$ cat src/shared/clk_start_pkg.sv
// Constants for the clock start-up and data timeout block.
// Assumes a 32-bit Avalon-MM register port, word addressed by byte offset.
package clk_start_pkg;
	// Byte addresses of the registers
	localparam logic [7:0] clock_ctrl_addr   = 8'h2C;
	localparam logic [7:0] timeout_set_addr  = 8'h2E;
	localparam logic [7:0] irq_status_addr   = 8'h30;
	localparam logic [7:0] irq_enable_addr   = 8'h34;
	localparam logic [7:0] irq_clear_addr    = 8'h38;
	localparam logic [7:0] link_ctrl_addr    = 8'h3C;
	// Index of the timeout register, two bytes into its word
	localparam int         timeout_lane_lsb  = 16;
	// Clock control fields
	localparam int         osc_run_bit       = 0;
	localparam int         settled_bit       = 1;
	localparam int         card_clock_bit    = 2;
	localparam int         synth_enable_bit  = 3;
	// Own control word fields
	localparam int         wait_start_bit    = 0;
	localparam int         wait_stop_bit     = 1;
	// Interrupt status fields
	localparam int         irq_settled_bit   = 0;
	localparam int         irq_timeout_bit   = 1;
	localparam int         irq_width         = 2;
	// Timeout code
	localparam int         code_width        = 4;
	localparam logic [3:0] code_reserved     = 4'hF;
	localparam logic [3:0] code_reset        = 4'h0;
	localparam int         timeout_exp_base  = 13;
	// Oscillator and synthesizer settling
	localparam int         osc_settle_ns     = 1000;
	localparam int         synth_lock_ns     = 5000;
	localparam int         clk_period_ns     = 10;
	localparam int         osc_settle_cyc    = (osc_settle_ns + clk_period_ns - 1) / clk_period_ns;
	localparam int         synth_lock_cyc    = (synth_lock_ns + clk_period_ns - 1) / clk_period_ns;
	// Base clock divider ratio, core cycles per base tick
	localparam int         base_div_default  = 100;
	localparam logic [31:0] bus_unmapped     = 32'h0000_0000;
	typedef enum logic [1:0] {
		clk_off    = 2'b00,
		clk_settle = 2'b01,
		clk_run    = 2'b10,
		clk_lock   = 2'b11
	} clk_state_t;
endpackage

$ cat src/shared/timeout_if.sv
// Carries the timeout request and result between core and counter.
// Assumes both ends run on the same clock.
`timescale 1ns/1ps
interface timeout_if;
	logic       start;
	logic       stop;
	logic [3:0] code;
	logic       base_tick;
	logic       expired;
	modport core (output start, output stop, output code, output base_tick, input expired);
	modport counter (input start, input stop, input code, input base_tick, output expired);
endinterface

$ cat src/data_timeout_counter.sv
// Data-line timeout counter driven by base clock ticks.
// Assumes ticks come as one-cycle pulses on the core clock.
`timescale 1ns/1ps
module data_timeout_counter (
	input  wire logic clk,
	input  wire logic rstn,
	timeout_if.counter tif
);
	logic [27:0] count;
	logic        active;
	logic [27:0] limit;

	always_comb begin
		limit = 28'h0;
		if (tif.code != clk_start_pkg::code_reserved) begin
			limit = 28'h1 << (5'(clk_start_pkg::timeout_exp_base) + 5'(tif.code));
		end
	end

	always_ff @(posedge clk or negedge rstn) begin
		if (!rstn) begin
			count <= 28'h0;
			active <= 1'b0;
			tif.expired <= 1'b0;
		end else begin
			tif.expired <= 1'b0;
			if (tif.start) begin
				count <= 28'h0;
				active <= 1'b1;
			end else if (tif.stop) begin
				active <= 1'b0;
			end else if (active && tif.base_tick && limit != 28'h0) begin
				if (count == limit - 28'h1) begin
					tif.expired <= 1'b1;
					active <= 1'b0;
				end else begin
					count <= count + 28'h1;
				end
			end
		end
	end
endmodule // data_timeout_counter

$ cat src/clock_start_ctrl.sv
// Clock start-up control, synthesizer lock tracking and data timeout setting.
// Assumes an Avalon-MM master on clk and a card detect pin from outside.
//
// Function
// - Settled set after oscillator stabilises, no synthesizer
// - Synthesizer enable rise clears settled until lock
// - Synthesizer locks only from running oscillator
// - Run bit low halts internal clock
// - Registers stay accessible while clock halted
// - Run bit starts and stops oscillator
// - Card detection ignores run bit
// - Timeout code sets data-line timeout interval
// - Interval is base period times 2^(13+code)
// - Timeout register bits 7-4 reserved
// - Card clock gate stops or resumes clock
//
// Local design decision: the Avalon-MM slave port.
`timescale 1ns/1ps
module clock_start_ctrl #(
	parameter int base_div   = clk_start_pkg::base_div_default,
	parameter int settle_cyc = clk_start_pkg::osc_settle_cyc,
	parameter int lock_cyc   = clk_start_pkg::synth_lock_cyc
) (
	input  wire logic        clk,
	input  wire logic        rstn,
	input  wire logic [7:0]  avs_address,
	input  wire logic        avs_read,
	input  wire logic        avs_write,
	input  wire logic [31:0] avs_writedata,
	input  wire logic [3:0]  avs_byteenable,
	output logic [31:0]      avs_readdata,
	output logic             avs_waitrequest,
	input  wire logic        card_detect_pin,
	output logic             card_present,
	output logic             internal_clk_en,
	output logic             card_side_clk_en,
	output logic             data_timeout,
	output logic             irq
);
	// Counters are 16 bits wide; larger counts would wrap silently
	if (base_div < 1 || base_div > 65536 || settle_cyc < 1 || lock_cyc < 1
			|| settle_cyc > 65535 || lock_cyc > 65535) begin : g_bad_params
		$error("clock_start_ctrl: counts out of range");
	end

	timeout_if tif ();
	data_timeout_counter u_counter (
		.clk  (clk),
		.rstn (rstn),
		.tif  (tif)
	);

	logic                   osc_run;
	logic                   synth_en;
	logic                   card_clock_gate;
	logic                   settled;
	logic [3:0]             timeout_code;
	logic [1:0]             irq_status;
	logic [1:0]             irq_enable;
	logic [15:0]            wait_cnt;
	logic [15:0]            base_cnt;
	logic                   detect_meta;
	logic                   detect_sync;
	logic                   settled_prev;
	logic                   start_pulse;
	logic                   stop_pulse;
	logic                   ack;
	clk_start_pkg::clk_state_t state;
	clk_start_pkg::clk_state_t next_state;

	function automatic logic hit(input logic [7:0] addr, input logic [7:0] reg_addr);
		return addr[7:2] == reg_addr[7:2];
	endfunction

	// One wait state per access keeps read data from a flip-flop
	wire req = (avs_read || avs_write) && !ack;
	wire wr  = avs_write && ack;

	// Wait request straight from a flop, high through reset
	always_ff @(posedge clk or negedge rstn) begin
		if (!rstn) begin
			avs_waitrequest <= 1'b1;
		end else begin
			avs_waitrequest <= !req;
		end
	end

	always_comb begin
		ack = !avs_waitrequest;
	end

	// Control writes; the register file runs on clk, not the gated clock
	always_ff @(posedge clk or negedge rstn) begin
		if (!rstn) begin
			osc_run <= 1'b0;
			synth_en <= 1'b0;
			card_clock_gate <= 1'b0;
			timeout_code <= clk_start_pkg::code_reset;
			irq_enable <= 2'b00;
			start_pulse <= 1'b0;
			stop_pulse <= 1'b0;
		end else begin
			start_pulse <= 1'b0;
			stop_pulse <= 1'b0;
			if (wr && hit(avs_address, clk_start_pkg::clock_ctrl_addr) && avs_byteenable[0]) begin
				osc_run <= avs_writedata[clk_start_pkg::osc_run_bit];
				card_clock_gate <= avs_writedata[clk_start_pkg::card_clock_bit];
				synth_en <= avs_writedata[clk_start_pkg::synth_enable_bit];
			end
			if (wr && hit(avs_address, clk_start_pkg::timeout_set_addr) && avs_byteenable[2]) begin
				// Upper nibble is dropped, it holds nothing
				timeout_code <= avs_writedata[clk_start_pkg::timeout_lane_lsb +: 4];
			end
			if (wr && hit(avs_address, clk_start_pkg::irq_enable_addr) && avs_byteenable[0]) begin
				irq_enable <= avs_writedata[1:0];
			end
			if (wr && hit(avs_address, clk_start_pkg::link_ctrl_addr) && avs_byteenable[0]) begin
				start_pulse <= avs_writedata[clk_start_pkg::wait_start_bit];
				stop_pulse <= avs_writedata[clk_start_pkg::wait_stop_bit];
			end
		end
	end

	// Oscillator and synthesizer sequencing
	always_comb begin
		next_state = state;
		unique case (state)
			clk_start_pkg::clk_off: begin
				if (osc_run) next_state = clk_start_pkg::clk_settle;
			end
			clk_start_pkg::clk_settle: begin
				if (!osc_run) next_state = clk_start_pkg::clk_off;
				else if (wait_cnt == 16'(settle_cyc - 1)) next_state = clk_start_pkg::clk_run;
			end
			clk_start_pkg::clk_run: begin
				if (!osc_run) next_state = clk_start_pkg::clk_off;
				else if (synth_en) next_state = clk_start_pkg::clk_lock;
			end
			clk_start_pkg::clk_lock: begin
				if (!osc_run) next_state = clk_start_pkg::clk_off;
				else if (!synth_en) next_state = clk_start_pkg::clk_run;
			end
		endcase
	end

	always_ff @(posedge clk or negedge rstn) begin
		if (!rstn) begin
			state <= clk_start_pkg::clk_off;
			wait_cnt <= 16'h0;
		end else begin
			state <= next_state;
			if (next_state != state) begin
				wait_cnt <= 16'h0;
			end else if (wait_cnt != 16'hFFFF) begin
				wait_cnt <= wait_cnt + 16'h1;
			end
		end
	end

	// Settled flag; enable rise drops it once until lock
	always_ff @(posedge clk or negedge rstn) begin
		if (!rstn) begin
			settled <= 1'b0;
		end else begin
			unique case (state)
				clk_start_pkg::clk_off: settled <= 1'b0;
				clk_start_pkg::clk_settle: settled <= 1'b0;
				clk_start_pkg::clk_run: begin
					if (synth_en) settled <= 1'b0;
					else settled <= 1'b1;
				end
				clk_start_pkg::clk_lock: begin
					if (wait_cnt >= 16'(lock_cyc - 1)) settled <= 1'b1;
				end
			endcase
		end
	end

	// Internal clock halts with run bit low
	always_ff @(posedge clk or negedge rstn) begin
		if (!rstn) begin
			internal_clk_en <= 1'b0;
			card_side_clk_en <= 1'b0;
		end else begin
			internal_clk_en <= osc_run;
			// Hardware relies on software waiting for settled first
			card_side_clk_en <= card_clock_gate && osc_run;
		end
	end

	// Card detect runs on clk, independent of the run bit
	always_ff @(posedge clk or negedge rstn) begin
		if (!rstn) begin
			detect_meta <= 1'b0;
			detect_sync <= 1'b0;
			card_present <= 1'b0;
		end else begin
			detect_meta <= card_detect_pin;
			detect_sync <= detect_meta;
			card_present <= detect_sync;
		end
	end

	// Base clock divider for the timeout counter
	always_ff @(posedge clk or negedge rstn) begin
		if (!rstn) begin
			base_cnt <= 16'h0;
		end else if (base_cnt == 16'(base_div - 1)) begin
			base_cnt <= 16'h0;
		end else begin
			base_cnt <= base_cnt + 16'h1;
		end
	end

	always_comb begin
		tif.start = start_pulse;
		tif.stop = stop_pulse;
		tif.code = timeout_code;
		tif.base_tick = (base_cnt == 16'(base_div - 1));
	end

	always_ff @(posedge clk or negedge rstn) begin
		if (!rstn) begin
			data_timeout <= 1'b0;
		end else begin
			data_timeout <= tif.expired;
		end
	end

	// Sticky events; a set in the clear cycle wins
	always_ff @(posedge clk or negedge rstn) begin
		if (!rstn) begin
			settled_prev <= 1'b0;
			irq_status <= 2'b00;
		end else begin
			settled_prev <= settled;
			for (int i = 0; i < clk_start_pkg::irq_width; i++) begin
				if (wr && hit(avs_address, clk_start_pkg::irq_clear_addr)
						&& avs_byteenable[0] && avs_writedata[i]) begin
					irq_status[i] <= 1'b0;
				end
			end
			if (settled && !settled_prev) irq_status[clk_start_pkg::irq_settled_bit] <= 1'b1;
			if (tif.expired) irq_status[clk_start_pkg::irq_timeout_bit] <= 1'b1;
		end
	end

	always_ff @(posedge clk or negedge rstn) begin
		if (!rstn) begin
			irq <= 1'b0;
		end else begin
			irq <= |(irq_status & irq_enable);
		end
	end

	// Read data registered at the access edge
	always_ff @(posedge clk or negedge rstn) begin
		if (!rstn) begin
			avs_readdata <= 32'h0;
		end else if (avs_read && req) begin
			avs_readdata <= clk_start_pkg::bus_unmapped;
			if (hit(avs_address, clk_start_pkg::clock_ctrl_addr)) begin
				// Timeout code shares this word; its upper nibble reads zero
				avs_readdata <= {12'h0, timeout_code, 12'h0, synth_en, card_clock_gate,
					settled, osc_run};
			end else if (hit(avs_address, clk_start_pkg::irq_status_addr)) begin
				avs_readdata <= {30'h0, irq_status};
			end else if (hit(avs_address, clk_start_pkg::irq_enable_addr)) begin
				avs_readdata <= {30'h0, irq_enable};
			end else if (hit(avs_address, clk_start_pkg::link_ctrl_addr)) begin
				avs_readdata <= {31'h0, card_present};
			end
		end
	end
endmodule // clock_start_ctrl

$ cat config.mk
export PLATFORM = sky130hd
export DESIGN_NAME = clock_start_ctrl
export DESIGN_NICKNAME = d
export VERILOG_FILES = /design/src/shared/clk_start_pkg.sv /design/src/shared/timeout_if.sv /design/src/data_timeout_counter.sv /design/src/clock_start_ctrl.sv
export SDC_FILE = /design/constraint.sdc
export NUM_CORES = 1
export LEC_CHECK = 0
export BUFFER_PORTS_ARGS = -buffer_cell sky130_fd_sc_hd__buf_4
export CAP_MARGIN = 20
export CORE_MARGIN = 5
export CORE_UTILIZATION = 50
export DETAILED_ROUTE_END_ITERATION = 6
export GPL_TIMING_DRIVEN = 0
export PLACE_DENSITY_LB_ADDON = 0.1
export REMOVE_ABC_BUFFERS = 1
export SLEW_MARGIN = 20
export SYNTH_ARGS = -nofsm -noshare
export SYNTH_HDL_FRONTEND = slang
export SYNTH_HIERARCHICAL = 1
export SYNTH_SLANG_ARGS = --single-unit
$ cat constraint.sdc
create_clock -name clk -period 2.8 [get_ports clk]
set_input_delay 0.14 -clock clk [delete_from_list [all_inputs] [get_ports clk]]
set_output_delay 0.14 -clock clk [all_outputs]
set_load 0.005 [all_outputs]
==> results.md <==
Run status:
- The run finished with clean final reports.

Finish:
- The final instance area is 0.00659 sq mm.
- The repair_antennas step left the layout with diodes totalling 0.
- The count of non-filler cells in the finished layout is 788.
- The number of nets in the finished design is 693.
- Of the cells placed in the final design, the portion with a size suffix greater than 1 is 0.222.
- Compared with the post-synthesis result, the final layout area differs by 15.1%.
- The final core utilization is 0.582.

CTS:
- The longest clock path from root to sink contains 2 buffers.
- The number of clock sinks is 95.
- The maximum level of the CTS H-tree is 3.
- In this run, CTS created clock tree buffers numbering 9.
- The cell sitting at the root of the clock tree is a sky130_fd_sc_hd__clkbuf_16.
- TritonCTS built the clock tree.
- The insertion delay to the later sink of the worst-skew pair is 350 ps.
- The clock transition at the registers of the reported paths is 70 ps.

Worst hold path:
- The worst hold path passes through 2 cells.
- In this run the worst hold path is classified as input pin to flip-flop.

Synthesis:
- The synthesized netlist occupies a cell area of 0.00572 sq mm.
- The share of synthesized area in the top cell type comes to 0.411.
- The proportion of register bits with asynchronous set or reset after synthesis is 1.00.
- Among all flip-flop cells after synthesis, the most frequent one is sky130_fd_sc_hd__dfrtp_1.
- Yosys printed 6 warnings.
- Counting distinct cell types in the post-synthesis netlist gives 76.
- After synthesis the netlist holds a flip-flop and latch count of 95.
- The post-synthesis instance total is 599.
- The most common cell in the netlist is sky130_fd_sc_hd__dfrtp_1.
- The cell accounting for the most synthesized area is sky130_fd_sc_hd__dfrtp_1.
- By area the synthesized netlist is led by sky130_fd_sc_hd__dfrtp_1 41%, sky130_fd_sc_hd__buf_4 3.4%, sky130_fd_sc_hd__mux2_4 3.4%.
- Averaged over all synthesized cells, the footprint is 9.55 sq um.
- The part of the Yosys area used for sequential elements is 0.416.
- After synthesis, the most frequently instantiated cells are 94 x sky130_fd_sc_hd__dfrtp_1, 48 x sky130_fd_sc_hd__nand2_1, 45 x sky130_fd_sc_hd__nor2_1, 35 x sky130_fd_sc_hd__nand3_1, 26 x sky130_fd_sc_hd__buf_4.
- Yosys mapped a number of flops with a built-in enable equal to 0.

GRT:
- The sum of overflow across all layers after global routing is 0.
- The number of antenna violations at the first check in global routing is 0.
- The first global-routing pass estimated 22000 microns of wire.
- For this run, the total global-route usage over all layers was measured as 0.200.
- The via count of the first global-routing pass is 4560.
- The pin count of the biggest net entering global routing is 96.

STA:
- The slew at the pin with the worst max-slew slack is 913 ps.
- The final max-slew violation count is 0.
- For this run, the top clock speed supported by timing is 367 MHz.
- The final period demand of the worst path is 2730 ps.
- The share of the cycle needed by the critical path after routing is 0.974.
- Adding up every negative setup slack in the final design gives 0 ps.
- The worst slew margin relative to its limit is 0.386.
- The worst clock skew is 12.0 ps.
- The number of failing setup endpoints in the final timing report is 0.
- In the post-route analysis, the smallest setup slack over all paths is 73.6 ps.
- The hold violation count in the final report is 0.

Critical path:
- Data on the critical path arrives at its endpoint at 2960 ps.
- The worst setup path endpoint is u_counter/count[0].
- The critical path runs through a total of 9 cells.
- The register-to-register path setup slack is 70 ps.
- The number of cells on the worst reg-to-reg path is 9.
- The signal on the critical path passes through or3_1 > a211oi_2 > o22ai_1 > or4_4 > nor4_4 > buf_4 > buf_6 > nor2_1 > mux2_4.
- The kind of cell with the highest combined delay along the critical path is simple AND/OR/NAND/NOR gates.
- Counting both buffers and inverters, the worst setup path holds a total of 2.
- The maximum fanout count along the critical path is 17.
- The endpoint identified for the worst register-to-register timing path is u_counter/count[0].
- The worst setup path is launched from a flip-flop.
- The startpoint identified for the worst register-to-register timing path is tif.code[3].
- In this run the worst setup path begins at tif.code[3].
- Data on the critical path is required at its endpoint by 3030 ps.
- The category of the worst setup path capture point is a flip-flop.
- The critical path is of the flip-flop to flip-flop type.
- The slowest stage of the critical path belongs to the cell sky130_fd_sc_hd__dfrtp_4.
- For this run, the slowest stage of the critical path takes 560 ps.

Route:
- Routed signal wires occupy layers up through met4.
- Before antenna repair, the detailed router went through 4 iterations.
- The detailed router placed 4594 vias in this run.
- The amount of wire on met2 after detailed routing is 6350 microns.
- For this block, the initial DRC count from the detailed router was 263.
- The met3 layer wire length in the routed design is 492 microns.
- For this block, the routed nets add up to 13100 microns of wire.
- The DRC violations left is 0.
- Once detail routing completed, the nets flagged for antenna violations numbered 0.
- In the final routing, the length of wire on met1 measures 6080 microns.
- In the final routed layout, each cell accounts on average for 16.7 microns.
- Dividing the detail-routed via count by the number of cells gives 5.83.

Floorplanning:
- The starting density of the core is 0.506.
- The floorplan step defined a core boundary enclosing 0.0113 sq mm.
- The area enclosed by the die boundary is 0.0137 sq mm.
- The height of the chip is 117 microns.
- The floorplan step set the die width to 117 microns.
- The number of rows in the core area is 39.
- Pin placement for this block handled 87 I/O pins.

Power:
- The worst vdd rail ir drop is 0.310 mV.
- The leakage power total is 2.74 nW.
- The power density of the placed cells is 495 mW/mm^2.

Placement:
- Input and output buffers added on the ports amount to 34.
- The detailed-placement wirelength estimate is 8400 microns.
- OpenSTA, run right after detailed placement, puts the worst setup slack at -1050 ps.
- In this run, placement finished with an instance count of 748.
- The routability congestion estimate is 0.858.
- The total placed instance area is 0.00594 sq mm.

Run:
- Max-cap violations in this run came to 0.
per-stage QoR:
| step | total power, mW | hold WS [ps] |
|---|---|---|
| after floorplan | 1.72 | -156 |
| after global placement | 1.84 | 250 |
| after detailed placement | 1.86 | 251 |
| after CTS | 3.27 | 10.7 |
| after global routing | 3.40 | 26.8 |
| final | 3.26 | 17.8 |
flip-flops by register name, indices dropped and copies added (netlist names), 2 cells and up:
name / count
avs_readdata: 8
irq_status: 2
tif.code: 4
u_counter/count: 28
irq_enable: 2
base_cnt: 16
wait_cnt: 16
state: 2
worst min-delay path by stage:
stage | start | end | slack, ps
4_1_cts | avs_writedata[18] | tif.code[2] | 10
3_3_place_gp | card_detect_pin | detect_meta | 250
6_report | avs_writedata[17] | tif.code[1] | 20
2_1_floorplan | rstn | avs_readdata[0] | -160
3_5_place_dp | card_detect_pin | detect_meta | 250
5_1_grt | avs_writedata[17] | tif.code[1] | 30
power breakdown:
| part | internal, mW | switching [mW] | total [mW] |
|---|---|---|---|
| clock | 0.842 | 0.563 | 1.40 |
| sequential | 1.43 | 0.0929 | 1.53 |
| combinational | 0.135 | 0.196 | 0.331 |
| total | 2.41 | 0.852 | 3.26 |
cells by family (layout without fill, tap and decap cells):
group / count (synthesis) / in the layout / share of synthesized area
other: 2 / 26 / 0.00131
DFF: 95 / 95 / 0.416
and+or+nand+nor: 285 / 285 / 0.296
buffers and inverters: 64 / 86 / 0.0673
adders and majority gates: 4 / 4 / 0.00875
xor gates and xnor gates: 23 / 23 / 0.0352
AOI/OAI and AO/OA: 98 / 98 / 0.113
muxes: 28 / 28 / 0.0625
what timing repair did:
action	4_1_cts	5_1_grt
pin swaps	6	1
hold buffers	5	0
gates resized for setup	17	13
endpoints found under the setup margin	30	22
endpoints found under the hold margin	97	0
cloned	0	0
setup buffers	12	7
cell usage in the layout (no fill, tap or decap), drive strengths merged, types with 3 or more instances in the layout:
cell	n
nand2	48
o31ai	14
o21ai	27
dfrtp	94
ha	4
nor4bb	4
nor2	45
nor3b	4
mux2	23
nor4b	4
nor3	19
nor4	15
buf	55
clkbuf	12
inv	10
nor2b	21
nand3	35
xor2	9
nand2b	3
or4	18
conb	26
or3	14
or2	4
nand3b	4
dlygate4sd3	5
xnor2	14
and4	9
a211oi	4
a21oi	29
nand4b	5
nand4	15
and2	7
and3	6
mux2i	5
layout make-up:
cell class	count	area, sq um
fillers	983	4730
well taps	143	179
clock buffers	11	253
repair buffers	61	518
flip-flops and latches	95	2390
inverters	9	33.8
multi-input cells	464	3120
clock inverters	5	88.8
layer usage:
layer  vias to the layer above  GRT usage
met5                         -          0
met4                         0     0.0787
met1                      2268      0.271
met3                        16     0.0278
li1                       2221          -
met2                        89      0.327
(Power assumes the default switching activity.)
